### src/rtl/cmb_pkg.sv
// package: status codes, timing counts and bus widths for the multiplexed bus
package cmb_pkg;
  localparam int ADDR_W = 16;
  localparam int SEG_W  = 7;
  // cycle status codes, bit 3 first
  localparam logic [3:0] ST_INTERNAL   = 4'h0;
  localparam logic [3:0] ST_REFRESH    = 4'h1;
  localparam logic [3:0] ST_IO_NORMAL  = 4'h2;
  localparam logic [3:0] ST_IO_SPECIAL = 4'h3;
  localparam logic [3:0] ST_SEGMENT_TRAP_N_ACK   = 4'h4;
  localparam logic [3:0] ST_NMI_ACK    = 4'h5;
  localparam logic [3:0] ST_PLAIN_ACK  = 4'h6;
  localparam logic [3:0] ST_VEC_ACK    = 4'h7;
  localparam logic [3:0] ST_MEM_OPND   = 4'h8;
  localparam logic [3:0] ST_MEM_STACK  = 4'h9;
  localparam logic [3:0] ST_FETCH_NEXT = 4'hc;
  localparam logic [3:0] ST_FETCH_FIRST = 4'hd;
  // fixed wait states inserted after an acknowledge status
  localparam logic [2:0] ACK_WAITS = 3'h5;
  // flag and control word bit positions
  localparam int FCW_SYS_BIT  = 14;
  localparam int FCW_VIE_BIT  = 12;
  localparam int FCW_PLAIN_IRQ_ENABLE_BIT = 11;
  localparam logic [15:0] FCW_RESET = 16'h4000;
  // one request from the user side of the device end
  typedef struct packed {
    logic [3:0]        code;
    logic              rdNotWr;
    logic              byteXfer;
    logic [SEG_W-1:0]  seg;
    logic [ADDR_W-1:0] addr;
    logic [ADDR_W-1:0] wdata;
  } cmb_req_t;
endpackage

### src/rtl/cmb_bus_if.sv
// interface: multiplexed address/data bus, strobes, status and bus handover
`timescale 1ns/1ps
interface cmb_bus_if;
  import cmb_pkg::*;
  logic [15:0] adOutCpu, adOutDma, adIn;
  logic        adOeCpu, adOeDma;
  logic        addrStrobeNCpu, dataStrobeNCpu, readNotWriteCpu, byteNotWordCpu;
  logic        normalNotSysCpu, memRequestNCpu, ctlOeCpu;
  logic [3:0]  statusCpu;
  logic [6:0]  segCpu;
  logic        addrStrobeNDma, dataStrobeNDma, readNotWriteDma, byteNotWordDma;
  logic        normalNotSysDma, memRequestNDma, ctlOeDma;
  logic [3:0]  statusDma;
  logic [6:0]  segDma;
  logic        waitN, busRequestInN, busGrantOutN, nmiN, vectoredIrqN, plainIrqN;
  logic        segmentTrapN;
  // resolved levels seen by the testbench and the checker, not in either modport
  logic addrStrobeN, dataStrobeN, readNotWrite, byteNotWord, memRequestN;
  logic [3:0] status;
  assign addrStrobeN  = ctlOeCpu ? addrStrobeNCpu : ctlOeDma ? addrStrobeNDma : 1'b1;
  assign dataStrobeN  = ctlOeCpu ? dataStrobeNCpu : ctlOeDma ? dataStrobeNDma : 1'b1;
  assign readNotWrite = ctlOeCpu ? readNotWriteCpu : readNotWriteDma;
  assign byteNotWord  = ctlOeCpu ? byteNotWordCpu : byteNotWordDma;
  assign memRequestN  = ctlOeCpu ? memRequestNCpu : ctlOeDma ? memRequestNDma : 1'b1;
  assign status       = ctlOeCpu ? statusCpu : statusDma;
  modport cpu (
    output adOutCpu, adOeCpu, addrStrobeNCpu, dataStrobeNCpu, readNotWriteCpu,
    output byteNotWordCpu, normalNotSysCpu, memRequestNCpu, ctlOeCpu, statusCpu,
    output segCpu, busGrantOutN,
    input  adIn, waitN, busRequestInN, nmiN, vectoredIrqN, plainIrqN, segmentTrapN
  );
  modport dma (
    output adOutDma, adOeDma, addrStrobeNDma, dataStrobeNDma, readNotWriteDma,
    output byteNotWordDma, normalNotSysDma, memRequestNDma, ctlOeDma, statusDma,
    output segDma, busRequestInN,
    input  adIn, waitN, busGrantOutN
  );
endinterface

### src/rtl/cmb_cpu_end.sv
// device end: bus cycle sequencer, bus handover and interrupt acceptance
// Functional notes
// - all transfers on one 16-bit muxed bus
// - address strobe low while address driven, except in internal cycles
// - read data taken at data strobe rise
// - write data held past data strobe rise
// - direction set at strobe fall, held
// - size set at strobe fall, held
// - word memory addresses always even
// - even byte address selects upper byte
// - io byte half chosen by low bit
// - transaction status codes as listed
// - acknowledge codes; four codes reserved
// - wait low inserts repeating wait states
// - privilege output from mode bit
// - memory request low for memory cycles
// - bus request synchronised, outputs float, grant
// - grant held low while request low
// - release request then grant returns high
// - nmi falling edge, highest interrupt priority after segment trap
// - vectored level irq gated by enable
// - plain level irq lowest, own enable
// - segment trap beats all interrupts
// - five waits before identifier strobe
`timescale 1ns/1ps
module cmb_cpu_end #(
  parameter int BUF_DEPTH = 2
) (
  input  wire logic             mclk,
  input  wire logic             reset,
  cmb_bus_if.cpu                bus,
  input  wire cmb_pkg::cmb_req_t reqData,
  input  wire logic             reqValid,
  output logic                  reqReady,
  input  wire logic [15:0]      flagControlWord,
  output logic [15:0]           rspData,
  output logic                  rspValid,
  input  wire logic             rspReady,
  output logic [3:0]            irqTaken,
  output logic                  irqTakenValid
);
  import cmb_pkg::*;
  // elaboration check: the buffer pointers serve two entries only
  if (BUF_DEPTH != 2) begin : g_depthCheck
    $error("buffer depth must be 2");
  end

  typedef enum logic [6:0] {
    S_IDLE = 7'h01, S_ADDR = 7'h02, S_DATA = 7'h04, S_WAIT = 7'h08,
    S_ACKW = 7'h10, S_DONE = 7'h20, S_HELD = 7'h40
  } cmb_state_t;

  //////////////////////////////////////////////////////////////////////
  // synchronisers and edge capture
  logic busReqS1_ff, busReqS2_ff, nmiPrev_ff, nmiPend_ff, nxt_nmiPend;
  always_ff @(posedge mclk) begin
    busReqS1_ff <= reset ? 1'b1 : bus.busRequestInN;
    busReqS2_ff <= reset ? 1'b1 : busReqS1_ff;
    nmiPrev_ff  <= reset ? 1'b1 : bus.nmiN;
    nmiPend_ff  <= reset ? 1'b0 : nxt_nmiPend;
  end

  //////////////////////////////////////////////////////////////////////
  // sequencer state
  cmb_state_t  state_ff, nxt_state;
  cmb_req_t    cur_ff, nxt_cur;
  logic [2:0]  ackCnt_ff, nxt_ackCnt;
  logic [15:0] rdat_ff, nxt_rdat;
  logic        grantN_ff, nxt_grantN;
  logic        isAck_ff, nxt_isAck;
  logic [3:0]  ackCode;
  logic        ackWant, ackTake;

  // interrupt priority pick
  always_comb begin
    ackWant = 1'b1;
    ackCode = ST_SEGMENT_TRAP_N_ACK;
    if (!bus.segmentTrapN) ackCode = ST_SEGMENT_TRAP_N_ACK;
    else if (nmiPend_ff) ackCode = ST_NMI_ACK;
    else if (!bus.vectoredIrqN && flagControlWord[FCW_VIE_BIT]) ackCode = ST_VEC_ACK;
    else if (!bus.plainIrqN && flagControlWord[FCW_PLAIN_IRQ_ENABLE_BIT]) ackCode = ST_PLAIN_ACK;
    else ackWant = 1'b0;
  end
  assign ackTake = (state_ff == S_IDLE) && ackWant && busReqS2_ff;

  // two-entry response buffer
  logic [15:0] bufMem_ff [2];
  logic [1:0]  bufCnt_ff, nxt_bufCnt;
  logic        bufWr_ff, nxt_bufWr, bufRd_ff, nxt_bufRd;
  logic        pushRsp, popRsp;
  assign pushRsp  = (state_ff == S_DONE) && cur_ff.rdNotWr && !isAck_ff;
  assign popRsp   = rspValid && rspReady;
  assign rspValid = bufCnt_ff != 2'h0;
  assign rspData  = bufMem_ff[bufRd_ff];
  // a new read is refused while the buffer has no free slot
  assign reqReady = (state_ff == S_IDLE) && busReqS2_ff && !ackWant &&
                    bufCnt_ff != 2'h2;

  always_comb begin
    nxt_state   = state_ff;
    nxt_cur     = cur_ff;
    nxt_ackCnt  = ackCnt_ff;
    nxt_rdat    = rdat_ff;
    nxt_grantN  = grantN_ff;
    nxt_isAck   = isAck_ff;
    nxt_bufCnt  = bufCnt_ff + {1'b0, pushRsp} - {1'b0, popRsp};
    nxt_bufWr   = bufWr_ff ^ pushRsp;
    nxt_bufRd   = bufRd_ff ^ popRsp;
    // edge sets pending, set wins over clear
    nxt_nmiPend = (nmiPend_ff && !(ackTake && ackCode == ST_NMI_ACK)) ||
                  (nmiPrev_ff && !bus.nmiN);
    unique case (state_ff)
      S_IDLE: begin
        if (!busReqS2_ff) begin
          nxt_state  = S_HELD;
        end else if (ackWant) begin
          nxt_cur.code = ackCode;
          nxt_cur.rdNotWr = 1'b1;
          nxt_cur.byteXfer = 1'b0;
          nxt_isAck  = 1'b1;
          nxt_ackCnt = ACK_WAITS;
          nxt_state  = S_ADDR;
        end else if (reqValid && reqReady) begin
          nxt_cur = reqData;
          if (reqData.code[3] && reqData.code[1]) nxt_cur.code = ST_INTERNAL;
          if (reqData.code[3] && !reqData.byteXfer) nxt_cur.addr[0] = 1'b0;
          nxt_isAck  = 1'b0;
          nxt_ackCnt = 3'h0;
          nxt_state  = S_ADDR;
        end
      end
      S_ADDR: nxt_state = (ackCnt_ff != 3'h0) ? S_ACKW : S_DATA;
      S_ACKW: begin
        nxt_ackCnt = ackCnt_ff - 3'h1;
        if (ackCnt_ff == 3'h1) nxt_state = S_DATA;
      end
      S_DATA, S_WAIT: begin
        nxt_state = bus.waitN ? S_DONE : S_WAIT;
        if (bus.waitN) nxt_rdat = bus.adIn;
      end
      S_DONE: nxt_state = S_IDLE;
      S_HELD: begin
        // grant held; released after request rises
        nxt_grantN = busReqS2_ff;
        if (busReqS2_ff && !grantN_ff) nxt_state = S_IDLE;
      end
    endcase
  end

  always_ff @(posedge mclk) begin
    if (reset) begin
      state_ff  <= S_IDLE;
      cur_ff    <= '0;
      ackCnt_ff <= 3'h0;
      rdat_ff   <= 16'h0;
      grantN_ff <= 1'b1;
      isAck_ff  <= 1'b0;
      bufCnt_ff <= 2'h0;
      bufWr_ff  <= 1'b0;
      bufRd_ff  <= 1'b0;
    end else begin
      state_ff  <= nxt_state;
      cur_ff    <= nxt_cur;
      ackCnt_ff <= nxt_ackCnt;
      rdat_ff   <= nxt_rdat;
      grantN_ff <= nxt_grantN;
      isAck_ff  <= nxt_isAck;
      bufCnt_ff <= nxt_bufCnt;
      bufWr_ff  <= nxt_bufWr;
      bufRd_ff  <= nxt_bufRd;
    end
  end

  // response buffer storage
  always_ff @(posedge mclk) begin
    if (pushRsp) bufMem_ff[bufWr_ff] <= rdat_ff;
  end

  //////////////////////////////////////////////////////////////////////
  // pin drive
  logic inCycle, dataPhase, isMem, isInternal;
  assign inCycle    = state_ff inside {S_ADDR, S_ACKW, S_DATA, S_WAIT, S_DONE};
  assign dataPhase  = state_ff inside {S_DATA, S_WAIT};
  assign isMem      = cur_ff.code[3];
  assign isInternal = cur_ff.code == ST_INTERNAL;
  assign irqTaken      = cur_ff.code;
  assign irqTakenValid = (state_ff == S_DONE) && isAck_ff;

  always_comb begin
    bus.ctlOeCpu        = (state_ff != S_HELD);
    bus.addrStrobeNCpu  = !(state_ff == S_ADDR && !isInternal);
    bus.dataStrobeNCpu  = !(dataPhase && !isInternal);
    bus.readNotWriteCpu = inCycle ? cur_ff.rdNotWr : 1'b1;
    bus.byteNotWordCpu  = inCycle ? cur_ff.byteXfer : 1'b0;
    bus.memRequestNCpu  = !(inCycle && isMem);
    bus.statusCpu       = inCycle ? cur_ff.code : ST_INTERNAL;
    bus.normalNotSysCpu = !flagControlWord[FCW_SYS_BIT];
    bus.segCpu          = cur_ff.seg;
    bus.busGrantOutN    = grantN_ff;
    bus.adOeCpu  = (state_ff == S_ADDR) ||
                   (inCycle && !cur_ff.rdNotWr && !isInternal);
    bus.adOutCpu = (state_ff == S_ADDR) ? cur_ff.addr : cur_ff.wdata;
    // byte lane chosen by address low bit
    if (state_ff != S_ADDR && cur_ff.byteXfer)
      bus.adOutCpu = cur_ff.addr[0] ? {8'h00, cur_ff.wdata[7:0]}
                                    : {cur_ff.wdata[7:0], 8'h00};
  end
endmodule

### src/flat_wrapper.sv
// flat-port wrapper written by rule: the top's interface ports become plain ports
module cmb_cpu_end_flat import cmb_pkg::*;
#(
  parameter int BUF_DEPTH = 2
)
  (mclk, reset, reqData, reqValid, reqReady, flagControlWord, rspData, rspValid, rspReady, irqTaken, irqTakenValid, bus_adOutCpu, bus_adOeCpu, bus_addrStrobeNCpu, bus_dataStrobeNCpu, bus_readNotWriteCpu, bus_byteNotWordCpu, bus_normalNotSysCpu, bus_memRequestNCpu, bus_ctlOeCpu, bus_statusCpu, bus_segCpu, bus_busGrantOutN, bus_adIn, bus_waitN, bus_busRequestInN, bus_nmiN, bus_vectoredIrqN, bus_plainIrqN, bus_segmentTrapN);
  cmb_bus_if bus_i ();
  input  wire logic mclk;
  input  wire logic reset;
  input  wire cmb_pkg::cmb_req_t reqData;
  input  wire logic reqValid;
  output logic reqReady;
  input  wire logic [15:0] flagControlWord;
  output logic [15:0] rspData;
  output logic rspValid;
  input  wire logic rspReady;
  output logic [3:0] irqTaken;
  output logic irqTakenValid;
  output wire logic [$bits(bus_i.adOutCpu)-1:0] bus_adOutCpu;
  output wire logic [$bits(bus_i.adOeCpu)-1:0] bus_adOeCpu;
  output wire logic [$bits(bus_i.addrStrobeNCpu)-1:0] bus_addrStrobeNCpu;
  output wire logic [$bits(bus_i.dataStrobeNCpu)-1:0] bus_dataStrobeNCpu;
  output wire logic [$bits(bus_i.readNotWriteCpu)-1:0] bus_readNotWriteCpu;
  output wire logic [$bits(bus_i.byteNotWordCpu)-1:0] bus_byteNotWordCpu;
  output wire logic [$bits(bus_i.normalNotSysCpu)-1:0] bus_normalNotSysCpu;
  output wire logic [$bits(bus_i.memRequestNCpu)-1:0] bus_memRequestNCpu;
  output wire logic [$bits(bus_i.ctlOeCpu)-1:0] bus_ctlOeCpu;
  output wire logic [$bits(bus_i.statusCpu)-1:0] bus_statusCpu;
  output wire logic [$bits(bus_i.segCpu)-1:0] bus_segCpu;
  output wire logic [$bits(bus_i.busGrantOutN)-1:0] bus_busGrantOutN;
  input wire logic [$bits(bus_i.adIn)-1:0] bus_adIn;
  input wire logic [$bits(bus_i.waitN)-1:0] bus_waitN;
  input wire logic [$bits(bus_i.busRequestInN)-1:0] bus_busRequestInN;
  input wire logic [$bits(bus_i.nmiN)-1:0] bus_nmiN;
  input wire logic [$bits(bus_i.vectoredIrqN)-1:0] bus_vectoredIrqN;
  input wire logic [$bits(bus_i.plainIrqN)-1:0] bus_plainIrqN;
  input wire logic [$bits(bus_i.segmentTrapN)-1:0] bus_segmentTrapN;
  assign bus_adOutCpu = bus_i.adOutCpu;
  assign bus_adOeCpu = bus_i.adOeCpu;
  assign bus_addrStrobeNCpu = bus_i.addrStrobeNCpu;
  assign bus_dataStrobeNCpu = bus_i.dataStrobeNCpu;
  assign bus_readNotWriteCpu = bus_i.readNotWriteCpu;
  assign bus_byteNotWordCpu = bus_i.byteNotWordCpu;
  assign bus_normalNotSysCpu = bus_i.normalNotSysCpu;
  assign bus_memRequestNCpu = bus_i.memRequestNCpu;
  assign bus_ctlOeCpu = bus_i.ctlOeCpu;
  assign bus_statusCpu = bus_i.statusCpu;
  assign bus_segCpu = bus_i.segCpu;
  assign bus_busGrantOutN = bus_i.busGrantOutN;
  assign bus_i.adIn = bus_adIn;
  assign bus_i.waitN = bus_waitN;
  assign bus_i.busRequestInN = bus_busRequestInN;
  assign bus_i.nmiN = bus_nmiN;
  assign bus_i.vectoredIrqN = bus_vectoredIrqN;
  assign bus_i.plainIrqN = bus_plainIrqN;
  assign bus_i.segmentTrapN = bus_segmentTrapN;
  cmb_cpu_end #(.BUF_DEPTH(BUF_DEPTH)) u_core (.mclk(mclk), .reset(reset), .bus(bus_i), .reqData(reqData), .reqValid(reqValid), .reqReady(reqReady), .flagControlWord(flagControlWord), .rspData(rspData), .rspValid(rspValid), .rspReady(rspReady), .irqTaken(irqTaken), .irqTakenValid(irqTakenValid));
endmodule
### config.mk
export PLATFORM = sky130hd
export DESIGN_NAME = cmb_cpu_end_flat
export DESIGN_NICKNAME = d
export VERILOG_FILES = /design/src/rtl/cmb_pkg.sv /design/src/rtl/cmb_bus_if.sv /design/src/rtl/cmb_cpu_end.sv /design/src/flat_wrapper.sv
export SDC_FILE = /design/constraint.sdc
export NUM_CORES = 1
export LEC_CHECK = 0
export BUFFER_PORTS_ARGS = -buffer_cell sky130_fd_sc_hd__buf_4
export CORE_ASPECT_RATIO = 2
export CORE_UTILIZATION = 52
export DETAILED_ROUTE_END_ITERATION = 16
export PLACE_DENSITY = 0.8
export SYNTH_ARGS = -nofsm -noshare
export SYNTH_HDL_FRONTEND = slang
export SYNTH_SLANG_ARGS = --single-unit
export TNS_END_PERCENT = 20
### constraint.sdc
create_clock -name mclk -period 2.55 [get_ports mclk]
set_input_delay 0.6375 -clock mclk [delete_from_list [all_inputs] [get_ports mclk]]
set_output_delay 0.6375 -clock mclk [all_outputs]
set_load 0.1 [all_outputs]
# Word level (Yosys, flattened, before mapping)
# Memory sizes are Yosys's and may differ from the RTL's. A register that Yosys moved wholly into a read port is not among the register bits.
# Index checks and enable logic that the tools add are counted.
[totals] word_cells=130 output_inout_bits=59 ram_bits=32 reg_bits=81 in_bits=87 n_memories=1
[op_classes] mux=35 add_sub_neg=3 reduce_logical=53 eq_ne=17 bitwise_logic=3
[memory_table] name="u_core.bufMem_ff" words=2 width=16 rd=1 rd_clocked_by_memory_dff=1 wr=1 line="cmb_cpu_end.sv:87" rtl="logic [15:0] bufMem_ff [2];"
[ops] cell="$mux W16" count=3
[ops] cell="$mux W45" count=1
[ops] cell="$pmux W7 S6" count=1
[ops] cell="$mux W7" count=5
[ops] cell="$logic_and A1 B1 Y1" count=24
[ops] cell="$mux W4" count=5
[ops] cell="$logic_not A1 Y1" count=14
[ops] cell="$mux W1" count=12
[ops] cell="$mux W6" count=2
[ops] cell="$mux W3" count=3
[ops] cell="$reduce_and A3 Y1" count=3
[ops] cell="$reduce_bool A2 Y1" count=4
[ops] cell="$eq A7 B1 Y1 const B" count=1
[ops] cell="$eq A7 B2 Y1 const B" count=1
[ops] cell="$eq A7 B3 Y1 const B" count=1
[ops] cell="$eq A7 B4 Y1 const B" count=1
[ops] cell="$eq A7 B5 Y1 const B" count=1
[ops] cell="$eq A7 B6 Y1 const B" count=1
[ops] cell="$eq A7 B7 Y1 const B" count=1
[ops] cell="$ne A7 B2 Y1 const B" count=1
[ops] cell="$ne A7 B7 Y1 const B" count=1
[ops] cell="$ne A2 B1 Y1 const B" count=3
[ops] cell="$pmux W3 S2" count=1
[ops] cell="$mux W5" count=1
[ops] cell="other kinds (18)" count=20

# Logic depth before layout (Yosys ltp)
# Gate-level depths: netlist of the first run.
[depth] depth_word=14 mapped_depth=8 depth_no_buf=8

# Worst setup path after synthesis of the first run
# No wires, ideal clock.
[synth_path] path_type="register -> output" start="register u_core.state_ff[5]" end="output bus_adOutCpu[10]" path_slack_ns=-1.106 t_arrival_ns=3.018 required_time_ns=1.913 stages_incl_launch_ff=6 path_cell_list="dfxtp_1 > buf_2 > nor4_4 > and3_1 > clkbuf_1 > o21ai_0"
[synth_between] elab_chain_len=3 word_cells_on_any_way=5 classes_between="2 x eq/ne; 2 x mux; 1 x reduce/logical"
[synth_lines] element="start: declaration" line="cmb_cpu_end.sv:65" rtl="cmb_state_t state_ff, nxt_state;"
[synth_lines] element="start signal: assignment" line="cmb_cpu_end.sv:162" rtl="state_ff <= nxt_state;"
[synth_lines] element="$eq A7 B2 Y1 or $ne A7 B2 Y1 (tied branches)" line="cmb_cpu_end.sv:202, cmb_cpu_end.sv:204"
[synth_lines] element="$mux W16 or $logic_and A1 B1 Y1 (tied branches)" line="cmb_cpu_end.sv:202, cmb_cpu_end.sv:204"
[synth_lines] element="$mux W16 *" line="cmb_cpu_end.sv:204" rtl="if (state_ff != S_ADDR && cur_ff.byteXfer)"
[synth_lines] element="end: declaration" line="flat_wrapper.sv:19" rtl="output wire logic [$bits(bus_i.adOutCpu)-1:0] bus_adOutCpu;"
# Mark *: on every way between the ends. The rest lies on a longest branch, timed or not.

# Worst setup path after layout of the first run
[layout_path] start="register u_core.state_ff[3]" end="output bus_statusCpu[3]"
[layout_between] elab_chain_len=3 word_cells_on_any_way=7 classes_between="5 x eq/ne; 1 x mux; 1 x reduce/logical"
[layout_lines] element="$eq A7 B2 Y1 (tied with other cells)" line="cmb_cpu_end.sv:182" rtl="assign inCycle = state_ff inside {S_ADDR, S_ACKW, S_DATA, S_WAIT, S_DONE};"
[layout_lines] element="$reduce_bool A5 Y1 *" line="cmb_cpu_end.sv:182"
[layout_lines] element="$mux W4 *" line="cmb_cpu_end.sv:196" rtl="bus.statusCpu = inCycle ? cur_ff.code : ST_INTERNAL;"
[layout_lines] element="end: declaration" line="flat_wrapper.sv:28" rtl="output wire logic [$bits(bus_i.statusCpu)-1:0] bus_statusCpu;"
# Marked as above.

==> run summary, run 1 <==
=======================================================================================
Worst hold path depth                                                                 1
Combined area of all synthesized cells                                      0.00510 mm2
Total power of the final layout                                                 5.04 mW
Largest net degree at the start of global routing                                    45
Final instance area                                                         0.00703 mm2
Post-detailed-route wirelength per cell                                         17.5 um
Clock slew seen by the registers of the worst setup and hold paths              0.05 ns
Number of detailed-routing iterations run before antenna repair                       5
Initial Utilization                                                               54.0%
Filler Cell Count                                                                   630
Post-synthesis sequential area ratio                                              50.7%
Beginning of the worst register-to-register path                           u_core.state_ff[2]
Max Fanout on Critical Path                                                           7
Required arrival time at the worst endpoint                                     1.91 ns
Type of destination of the critical path                                   primary output
Weighted congestion at the end of routability-driven global placement             0.940
Sum Neg Setup Slack                                                            -1.21 ns
Worst Hold Endpoint                                                        u_core.busReqS2_ff
Gr ovfl total                                                                         0
R2R setup slack                                                                 0.34 ns
Number of antenna violations at the first check in global routing                     0
Clock Latency Late Sink                                                         0.41 ns
Classification of the worst-slack hold path                                     reg2reg
Synthesized net count                                                               624
Via count of the first global-routing pass                                         4371
Count of final max-slew check failures                                                0
Origin of the worst min-delay path                                         u_core.busReqS1_ff
Family with the most delay on the worst path                               compound AO/OA/AOI/OAI gates
Slew @ Worst Pin                                                               0.565 ns
Data arrival, critical path                                                     2.05 ns
Worst IR Drop VDD                                                              0.502 mV
Total track usage                                                                 27.3%
Final #Nets                                                                         746
Leakage                                                                         3.00 nW
Remaining DRCs                                                                        0
Worst r2r path cells                                                                  6
Port bufs                                                                           132
Final Critical Period                                                           2.69 ns
Terminus of the critical flop-to-flop path                                 u_core.bufMem_ff[0][15]
# clock sinks                                                                       113
Post-layout util                                                                  74.4%
Antenna Diode Count                                                                   0
Startpoint-to-endpoint class of the critical path                               reg2out
Async set-or-reset flop fraction in the synthesized netlist                          0%
Cell breakdown of the critical path                                        buf_4 -> o21ai_4 -> o211ai_1 -> a311oi_4 -> buf_6 -> and2_4 -> buf_12
Worst slack on hold paths                                                      0.405 ns
Die span in y                                                                    142 um
Power per standard cell area                                                 717 mW/mm2
Number of distinct standard cells referenced by the synthesized netlist              53
Detailed Route WL                                                              13900 um
Count of yosys warnings during synthesis                                              0
Multi-input gate area                                                       0.00228 mm2
Clock tree root driver cell                                                sky130_fd_sc_hd__clkbuf_16
Post-detail-place hpwl                                                          9230 um
Number of violations reported at the end of detailed-routing iteration 0            221
DP Area                                                                     0.00614 mm2
Leading cell type in the layout, fill and taps excluded                    sky130_fd_sc_hd__buf_4
Final setup fails                                                                    18
Cts bufs inserted                                                                    17
Number of nets with antenna violations after detailed routing                         0
Synthesis-to-finish area growth                                                   37.9%
Critical path's largest stage delay                                             0.38 ns
Ys flop type                                                               sky130_fd_sc_hd__dfxtp_1
Final Hold Fails                                                                      0
First-pass GRT wire length                                                     21000 um
Chip Width                                                                      72.0 um
Commonest non-fill, non-tap cells in the layout                            sky130_fd_sc_hd__buf_4 (125), sky130_fd_sc_hd__dfxtp_1 (75), sky130_fd_sc_hd__nand3_1 (51), sky130_fd_sc_hd__o21ai_0 (43), sky130_fd_sc_hd__a21oi_1 (43)
Buffers and inverters on the worst path                                               3
Die area                                                                     0.0102 mm2
Synthesis-stage register bit count                                                  113
Reported max-cap violation count                                                      0
TritonCTS clock tree                                                               done
Crit-path slowest cell                                                     sky130_fd_sc_hd__a311oi_4
Top-Level Pins                                                                      146
Worst-case headroom to the max-slew limit                                         62.1%
Setup ws final                                                                -0.140 ns
Per-instance average area after synthesis                                      9.62 um2
Number of H-tree branching levels                                                     4
Detail-routed via count per cell                                                   5.55
Outcome                                                                    finished, violations left
Violations in the final reports                                            negative setup slack
Fraction of final layout cells with drive strength greater than 1                 35.5%
CP startpoint kind                                                                 flop
Unrepaired setup endpoints after global routing                                    true
Total core area                                                             0.00945 mm2
Final Cycle Share                                                                  105%
Number of flops mapped to enable cells by yosys                                      32
Final worst clock skew                                                       0.00952 ns
Via count                                                                          4413
Achievable frequency                                                            372 MHz
Std-Cell Rows                                                                        50
FF/Latch Area                                                               0.00260 mm2
Post-synthesis instance total                                                       530
Deepest clock path buffer count                                                       2
=======================================================================================
synth_stat cells (2+ instances only):
library cell	number	share of area, %
sky130_fd_sc_hd__o221a_2	3	0.66
sky130_fd_sc_hd__nand3_1	52	5.1
sky130_fd_sc_hd__ha_1	7	1.7
sky130_fd_sc_hd__a21oi_1	43	4.2
sky130_fd_sc_hd__and2_1	9	1.1
sky130_fd_sc_hd__mux2_2	16	3.5
sky130_fd_sc_hd__buf_1	2	0.15
sky130_fd_sc_hd__nor2b_1	15	1.8
sky130_fd_sc_hd__o21ai_0	52	5.1
sky130_fd_sc_hd__buf_6	2	0.44
sky130_fd_sc_hd__or2_2	4	0.49
sky130_fd_sc_hd__dfxtp_1	81	32
sky130_fd_sc_hd__nor4_1	4	0.49
sky130_fd_sc_hd__nand2b_1	6	0.74
sky130_fd_sc_hd__a31oi_1	3	0.37
sky130_fd_sc_hd__nor2_1	28	2.1
sky130_fd_sc_hd__nand4_1	4	0.49
sky130_fd_sc_hd__xor2_1	3	0.52
sky130_fd_sc_hd__and3_1	4	0.49
sky130_fd_sc_hd__or3_1	3	0.37
sky130_fd_sc_hd__inv_1	13	0.96
sky130_fd_sc_hd__buf_2	10	0.98
sky130_fd_sc_hd__xnor2_1	3	0.52
sky130_fd_sc_hd__o22a_1	2	0.34
sky130_fd_sc_hd__edfxtp_1	32	19
sky130_fd_sc_hd__mux2i_1	25	4.9
sky130_fd_sc_hd__nand2_1	39	2.9
sky130_fd_sc_hd__buf_4	12	1.8
sky130_fd_sc_hd__nor3_1	6	0.59
sky130_fd_sc_hd__a31o_2	2	0.34
sky130_fd_sc_hd__clkbuf_1	23	1.7
timing repair:
action / in CTS / in global routing
gates resized for setup: 44 / 27
hold endpoints to repair: 0 / 0
endpoints found under the setup margin: 24 / 27
hold buffers: 0 / 0
pin swaps: 1 / 4
buffers inserted: 4 / 2
cells by family after synthesis:
logic type	count (synthesis)	synth area share, %
mux	41	8.44
xor+xnor	6	1.03
fa+ha+maj	7	1.72
flops	113	50.7
buf+inv	63	6.28
compound gates	117	13.3
simple gates	183	18.6
power by group:
group | switching, mW | leakage, nW | internal, mW
Clock | 0.863 | 0.274 | 1.44
Combinational | 0.518 | 1.70 | 0.281
Sequential | 0.0495 | 1.03 | 1.88
cell type report:
cell class,instances,area share [%]
flip-flops and latches,113,37.0
multi-input cells,354,32.4
repair buffers,153,19.3
clock buffers,17,6.05
well taps,130,2.31
clock inverters,15,2.28
inverters,13,0.694
metal layers:
layer / global-route usage, % / vias to the layer above / share of wire (%)
li1: - / 2115 / -
met1: 26.4 / 2073 / 34
met2: 50.8 / 190 / 56
met3: 8.22 / 35 / 5.8
met4: 13.4 / 0 / 3.6
met5: 0 / - / 0
registers in the layout (all words and copies together), names as in the netlist, 2 cells and up:
register	count
u_core.rdat_ff	16
u_core.bus.segCpu	7
u_core.ackCnt_ff	3
u_core.bufMem_ff	32
u_core.irqTaken	4
u_core.cur_ff	34
u_core.bufCnt_ff	2
u_core.state_ff	7
worst max-delay path by stage:
stage,cells past startpoint,to,from
2_1_floorplan,6,bus_adOutCpu[10],u_core.state_ff[2]
3_3_place_gp,6,bus_statusCpu[1],u_core.state_ff[4]
3_5_place_dp,6,bus_statusCpu[1],u_core.state_ff[4]
4_1_cts,6,bus_statusCpu[3],u_core.state_ff[2]
5_1_grt,6,bus_statusCpu[2],u_core.state_ff[4]
6_report,7,bus_statusCpu[3],u_core.state_ff[3]
metrics by stage:
stage,cells,setup slack (ns)
finish,795,-0.140
global route,795,-0.245
CTS,793,-0.131
detailed placement,757,-0.0298
global placement,757,0.108
floorplan,530,-0.426
(Power assumes the default switching activity.)
==> run 2, diff against run 1 <==
CORE_UTILIZATION = 35   (was 52)
PLACE_DENSITY = unset   (was 0.8)
==> run 2 against run 1 <==
  * The flow still finishes with violations (negative setup slack)
  * Via count down 1.4%
  * Largest cell class unchanged
  * Non-clock buffer count increased by 4
  * Global-route usage down 8.6 points
==> run summary, run 2 (synthesis results as in run 1) <==
=======================================================================================
Origin of the worst min-delay path                                         u_core.busReqS1_ff
Slew @ Worst Pin                                                               0.524 ns
Hold buffers post-CTS                                                                 0
Worst-case headroom to the max-slew limit                                         64.8%
Port bufs                                                                           132
Number of nets with antenna violations after detailed routing                         0
Die span in y                                                                    173 um
Total track usage                                                                 18.7%
Count of final max-slew check failures                                                0
Fraction of final layout cells with drive strength greater than 1                 36.9%
Largest register FFs                                                                 34
Final Hold Fails                                                                      0
Final Cycle Share                                                                  107%
# clock sinks                                                                       113
Max Fanout on Critical Path                                                           6
Filler Cell Count                                                                  1386
Post-detailed-route wirelength per cell                                         15.8 um
Worst Hold Endpoint                                                        u_core.busReqS2_ff
Type of destination of the critical path                                   primary output
Achievable frequency                                                            368 MHz
TritonCTS clock tree                                                               done
Final setup fails                                                                    17
Place WS                                                                      0.0692 ns
Data arrival, critical path                                                     2.08 ns
Outcome                                                                    finished, violations left
Number of detailed-routing iterations run before antenna repair                       5
Post-detail-place hpwl                                                          9700 um
Std-Cell Rows                                                                        62
Required arrival time at the worst endpoint                                     1.91 ns
Worst IR Drop VDD                                                              0.518 mV
Registers with the most flip-flops                                         u_core.cur_ff (34), u_core.bufMem_ff (32), u_core.rdat_ff (16)
Beginning of the worst register-to-register path                           u_core.state_ff[1]
Leading cell type in the layout, fill and taps excluded                    sky130_fd_sc_hd__buf_4
Clock Latency Late Sink                                                         0.40 ns
R2R setup slack                                                                 0.32 ns
Terminus of the critical flop-to-flop path                                 u_core.bufMem_ff[1][4]
Top-Level Pins                                                                      146
Die area                                                                     0.0151 mm2
Chip Width                                                                      87.3 um
Sum Neg Setup Slack                                                            -1.91 ns
Weighted congestion at the end of routability-driven global placement             0.901
Clock tree root driver cell                                                sky130_fd_sc_hd__clkbuf_16
Final worst clock skew                                                       0.00715 ns
Family with the most delay on the worst path                               simple AND/OR/NAND/NOR gates
Worst r2r path cells                                                                  5
Commonest non-fill, non-tap cells in the layout                            sky130_fd_sc_hd__buf_4 (139), sky130_fd_sc_hd__dfxtp_1 (77), sky130_fd_sc_hd__nand3_1 (51), sky130_fd_sc_hd__o21ai_0 (43), sky130_fd_sc_hd__a21oi_1 (43)
Number of violations reported at the end of detailed-routing iteration 0            169
Total core area                                                              0.0143 mm2
Deepest clock path buffer count                                                       2
Setup ws final                                                                -0.167 ns
Classification of the worst-slack hold path                                     reg2reg
Antenna Diode Count                                                                   0
First-pass GRT wire length                                                     21900 um
Worst hold path depth                                                                 1
Remaining DRCs                                                                        0
Buffers and inverters on the worst path                                               2
Cts bufs inserted                                                                    17
Detail-routed via count per cell                                                   5.06
Register with the highest flop count                                       u_core.cur_ff
Violations in the final reports                                            negative setup slack
Clock slew seen by the registers of the worst setup and hold paths              0.05 ns
Timing startpoint of the critical path                                     u_core.state_ff[2]
Via count of the first global-routing pass                                         4514
Critical path's largest stage delay                                             0.36 ns
CP startpoint kind                                                                 flop
Final #Nets                                                                         750
Reported max-cap violation count                                                      0
Via count                                                                          4353
Power per standard cell area                                                 716 mW/mm2
Largest net degree at the start of global routing                                    44
Gr ovfl total                                                                         0
Number of antenna violations at the first check in global routing                     0
Unrepaired setup endpoints after global routing                                    true
Detailed Route WL                                                              13600 um
Cell breakdown of the critical path                                        nor4_4 -> nand2_1 -> a311oi_2 -> buf_4 -> and2_4 -> buf_12
Final Critical Period                                                           2.72 ns
Leakage                                                                         3.04 nW
Startpoint-to-endpoint class of the critical path                               reg2out
Crit-path slowest cell                                                     sky130_fd_sc_hd__dfxtp_4
Initial Utilization                                                               35.7%
Synthesis-to-finish area growth                                                   40.3%
Number of H-tree branching levels                                                     4
=======================================================================================
-- run 2: cell types whose count changed in the layout (fill, tap and decap cells not counted), sizes merged --
cell      before  now
buf          153  157
bufinv         2    3
clkbuf        17   19
clkinvlp       4    3
inv           16   14
-- run 2: worst max-delay path by stage --
| stage | depth (start not counted) | to | slack, ns |
|---|---|---|---|
| global route | 6 | bus_statusCpu[1] | -0.29 |
| CTS | 6 | bus_statusCpu[2] | -0.17 |
| detailed placement | 6 | bus_statusCpu[2] | 0.07 |
| floorplan | 6 | bus_adOutCpu[10] | -0.43 |
| global placement | 6 | bus_statusCpu[1] | 0.14 |
| finish | 6 | bus_statusCpu[1] | -0.17 |
-- run 2: final cells by class --
type | count | area, um2 | area share [%]
clock buffer | 19 | 443 | 6.19
clock inverter | 13 | 161 | 2.26
inverter | 13 | 48.8 | 0.682
multi-input combinational | 354 | 2280 | 31.9
sequential | 113 | 2590 | 36.3
tap | 192 | 240 | 3.36
timing repair buffer | 157 | 1380 | 19.3
-- run 2: per-stage QoR --
| step | hold slack, ns | power, mW | area, um2 | utilization [%] | instances |
|---|---|---|---|---|---|
| floorplan | 0.389 | 2.49 | 5110 | - | 530 |
| global placement | 0.407 | 2.72 | 6220 | 43.5 | 821 |
| detailed placement | 0.403 | 2.73 | 6220 | 43.5 | 821 |
| CTS | 0.396 | 5.17 | 7110 | 49.8 | 857 |
| global route | 0.407 | 5.31 | 7150 | 50.1 | 861 |
| finish | 0.413 | 5.12 | 7150 | 50.1 | 861 |
-- run 2: timing repair --
| action | 4_1_cts | 5_1_grt |
|---|---|---|
| endpoints found under the hold margin | 0 | 0 |
| setup endpoints to repair | 24 | 27 |
| resized for setup | 69 | 7 |
| pin swaps | 3 | 2 |
| buffers inserted | 4 | 4 |
-- run 2: per-layer routing --
| layer | vias up | global-route usage [%] | wire length [um] |
|---|---|---|---|
| li1 | 2129 | - | - |
| met1 | 2062 | 18.7 | 5060 |
| met2 | 141 | 35.0 | 7510 |
| met5 | - | 0 | 0 |
| met3 | 21 | 4.06 | 636 |
| met4 | 0 | 9.02 | 357 |
-- run 2: report_power, final --
part | switching [mW] | leakage [nW] | internal [mW]
clock | 0.833 | 0.287 | 1.56
sequential | 0.0461 | 1.03 | 1.88
combinational | 0.517 | 1.73 | 0.285
total | 1.40 | 3.04 | 3.73
-- run 2: worst reg2reg max path: stages, from the launching register on --
cell and delay, ns:
sky130_fd_sc_hd__dfxtp_1 0.40, sky130_fd_sc_hd__nor4_1 0.42, sky130_fd_sc_hd__nand3_1 0.16, sky130_fd_sc_hd__nor3b_1 0.46
sky130_fd_sc_hd__ha_1 0.23, sky130_fd_sc_hd__buf_4 0.25
==> run 3, diff against run 2 <==
ABC_AREA = 1   (was unset)
MAX_ROUTING_LAYER = met4   (was unset)
==> run 3 against run 2 <==
  * The run still ends with negative setup slack left
  * Power increased by 4.5%
  * Wire length decreased by 1.4%
  * Sequential cell count unchanged
  * Clock skew increased by 0.0026 ns
  * Via count increased by 0.78%
  * Register-to-register slack improved by 0.22 ns
  * Non-clock buffer count decreased by 2
  * Clock power about the same
  * Critical endpoint is now bus_adOutCpu[15]
  * Largest cell class unchanged
==> run summary, run 3 <==
=======================================================================================
Final Hold Fails                                                                      0
Library cell with the largest summed area after synthesis                  sky130_fd_sc_hd__dfxtp_1
Number of violations reported at the end of detailed-routing iteration 0            157
Worst-case headroom to the max-slew limit                                         66.2%
GR Layer Usage met1                                                               19.2%
Worst IR Drop VDD                                                              0.463 mV
Number of antenna violations at the first check in global routing                     0
Clock tree root driver cell                                                sky130_fd_sc_hd__clkbuf_16
Via count of the first global-routing pass                                         4301
Post-detail-place hpwl                                                          9240 um
Buffers and inverters on the worst path                                               5
Top-Level Pins                                                                      146
Violations in the final reports                                            negative setup slack
Std-Cell Rows                                                                        60
Final Cycle Share                                                                  102%
Power per standard cell area                                                 733 mW/mm2
Final Critical Period                                                           2.60 ns
Final setup fails                                                                    14
Leakage                                                                         3.15 nW
Sum Neg Setup Slack                                                           -0.425 ns
Slew @ Worst Pin                                                               0.504 ns
Synthesis-stage register bit count                                                  113
Beginning of the worst register-to-register path                           u_core.state_ff[0]
Detail-routed via count per cell                                                   4.71
Per-instance average area after synthesis                                      8.23 um2
Cell breakdown of the critical path                                        inv_2 -> nand2_2 -> nor2_4 -> nand4_1 -> buf_6 -> buf_12 -> buf_4 -> o221ai_2 -> buf_12
Weighted congestion at the end of routability-driven global placement             0.833
Proportion of power drawn by flip-flops and latches                               36.1%
Most used cell, CP                                                         sky130_fd_sc_hd__buf_12
Async set-or-reset flop fraction in the synthesized netlist                          0%
Total power of the final layout                                                 5.35 mW
Port bufs                                                                           132
Global-route met2 utilization                                                     35.3%
Switching Power                                                                 1.56 mW
Setup ws final                                                               -0.0509 ns
Post-layout util                                                                  53.8%
Antenna Diode Count                                                                   0
Area fraction of the dominant cell type after synthesis                           33.0%
Combined area of all synthesized cells                                      0.00491 mm2
Clock slew seen by the registers of the worst setup and hold paths              0.06 ns
Die area                                                                     0.0145 mm2
Portion of total power attributed to the clock network                            45.0%
Number of flops mapped to enable cells by yosys                                      32
Switching Fraction                                                                29.2%
Most frequent cell after synthesis                                         sky130_fd_sc_hd__nand2_1
Clock Latency Late Sink                                                         0.41 ns
Deepest clock path buffer count                                                       2
Ys flop type                                                               sky130_fd_sc_hd__dfxtp_1
Post-synthesis instance total                                                       597
Count of final max-slew check failures                                                0
Die span in y                                                                    170 um
Synthesized net count                                                               691
Classification of the worst-slack hold path                                      in2reg
First-pass GRT wire length                                                     20900 um
Registers with the most flip-flops                                         u_core.cur_ff (34), u_core.bufMem_ff (32), u_core.rdat_ff (16)
Largest net degree at the start of global routing                                    53
Most Crowded Layer GR                                                              met2
Achievable frequency                                                            384 MHz
Final #Nets                                                                         826
Commonest non-fill, non-tap cells in the layout                            sky130_fd_sc_hd__buf_4 (123), sky130_fd_sc_hd__nand2_1 (98), sky130_fd_sc_hd__dfxtp_1 (79), sky130_fd_sc_hd__inv_1 (74), sky130_fd_sc_hd__o21ai_0 (57)
Cts bufs inserted                                                                    17
Required arrival time at the worst endpoint                                     1.91 ns
Max Fanout on Critical Path                                                           6
Comb pwr share                                                                    18.9%
Final instance area                                                         0.00730 mm2
CP startpoint kind                                                                 flop
Detailed Route WL                                                              13400 um
Timing startpoint of the critical path                                     u_core.state_ff[4]
Startpoint-to-endpoint class of the critical path                               reg2out
Register with the highest flop count                                       u_core.cur_ff
Origin of the worst min-delay path                                         bus_busRequestInN
Data arrival, critical path                                                     1.96 ns
Largest register FFs                                                                 34
Hold buffers post-CTS                                                                 0
Synthesis-to-finish area growth                                                   48.7%
Post-synthesis sequential area ratio                                              52.6%
Initial Utilization                                                               36.2%
Largest cells by area after synthesis                                      sky130_fd_sc_hd__dfxtp_1 (33%), sky130_fd_sc_hd__edfxtp_1 (20%), sky130_fd_sc_hd__nand2_1 (7.9%)
Outcome                                                                    finished, violations left
Number of detailed-routing iterations run before antenna repair                       5
Reported max-cap violation count                                                      0
Family with the most delay on the worst path                               buffers and inverters
Gr ovfl total                                                                         0
Unrepaired setup endpoints after global routing                                    true
Via count                                                                          4387
Chip Width                                                                      85.8 um
Critical path's largest stage delay                                             0.32 ns
Remaining DRCs                                                                        0
Total track usage                                                                 19.3%
Number of H-tree branching levels                                                     4
Post-detailed-route wirelength per cell                                         14.4 um
Crit-path slowest cell                                                     sky130_fd_sc_hd__dfxtp_2
TritonCTS clock tree                                                               done
Count of yosys warnings during synthesis                                              0
Leading post-synthesis cells by instance count                             sky130_fd_sc_hd__nand2_1 (104), sky130_fd_sc_hd__dfxtp_1 (81), sky130_fd_sc_hd__inv_1 (78), sky130_fd_sc_hd__nor2_1 (61), sky130_fd_sc_hd__o21ai_0 (60)
M3 GR Usage                                                                       4.04%
Design internal power                                                           3.79 mW
Number of distinct standard cells referenced by the synthesized netlist              36
# clock sinks                                                                       113
Final worst clock skew                                                       0.00975 ns
Number of nets with antenna violations after detailed routing                         0
Total core area                                                              0.0136 mm2
Leading cell type in the layout, fill and taps excluded                    sky130_fd_sc_hd__buf_4
Type of destination of the critical path                                   primary output
DP Area                                                                     0.00602 mm2
Fraction of final layout cells with drive strength greater than 1                 33.0%
=======================================================================================
-- run 3: changes by cell type after synthesis, moves of 6 or more --
cell,before,now
sky130_fd_sc_hd__buf_2,10,4
sky130_fd_sc_hd__nor2_1,28,61
sky130_fd_sc_hd__clkbuf_1,23,16
sky130_fd_sc_hd__mux2_2,16,0
sky130_fd_sc_hd__nand2b_1,6,0
sky130_fd_sc_hd__inv_1,13,78
sky130_fd_sc_hd__mux2i_1,25,0
sky130_fd_sc_hd__nand3_1,52,32
sky130_fd_sc_hd__o221ai_1,0,8
sky130_fd_sc_hd__nor2b_1,15,1
sky130_fd_sc_hd__and2_1,9,0
sky130_fd_sc_hd__nand2_1,39,104
sky130_fd_sc_hd__a21oi_1,43,50
sky130_fd_sc_hd__o21ai_0,52,60
-- run 3: repair_timing --
action,CTS,global route
endpoints found under the hold margin,0,0
setup endpoints to repair,24,26
gates cloned,2,0
gates resized for setup,75,49
pin swaps,5,5
buffers inserted,8,2
-- run 3: final timing paths --
kind,cells after the start,slack [ns],to
worst max-delay path,9,-0.05,bus_adOutCpu[15]
worst min-delay path,2,0.41,u_core.busReqS1_ff
worst max register to register,7,0.54,u_core.bufMem_ff[1][12]
worst min register to register,1,0.41,u_core.busReqS2_ff
-- run 3: routing by layer --
layer  vias up  routed length (um)
met5         -                   0
met4         0                 274
met3        20                 455
met2       123                7600
met1      2034                5040
li1       2210                   -
-- run 3: layout make-up --
cell class                 count  area, um2
tap                          186        233
timing repair buffer         155       1520
inverter                      84        324
multi-input combinational    361       2030
clock buffer                  17        425
sequential                   113       2580
fill                        1222       6280
clock inverter                15        184
-- run 3: kinds of logic (layout without fill, tap and decap cells) --
logic type      after synthesis  in the layout  share of synthesized area [%]
xor+xnor                      2              2                          0.357
flops                       113            113                           52.6
buf+inv                     123            271                           11.3
simple gates                223            223                           19.7
fa+ha+maj                     7              7                           1.78
compound gates              129            129                           14.3
-- run 3: through the flow --
stage,worst slack [ns],std cells,hold slack [ns]
floorplan,-0.637,597,0.389
global placement,0.169,887,0.400
detailed placement,0.124,887,0.403
CTS,-0.126,929,0.394
global route,-0.124,931,0.400
finish,-0.0509,931,0.410
-- run 3: power by group through the flow --
stage          clock network (mW)  registers (mW)  logic [mW]
5_1_grt                      2.54            1.94        1.08
2_1_floorplan                   0            1.96       0.597
4_1_cts                      2.45            1.93       0.950
6_report                     2.41            1.93        1.01
3_5_place_dp                    0            1.97       0.835
3_3_place_gp                    0            1.97       0.823
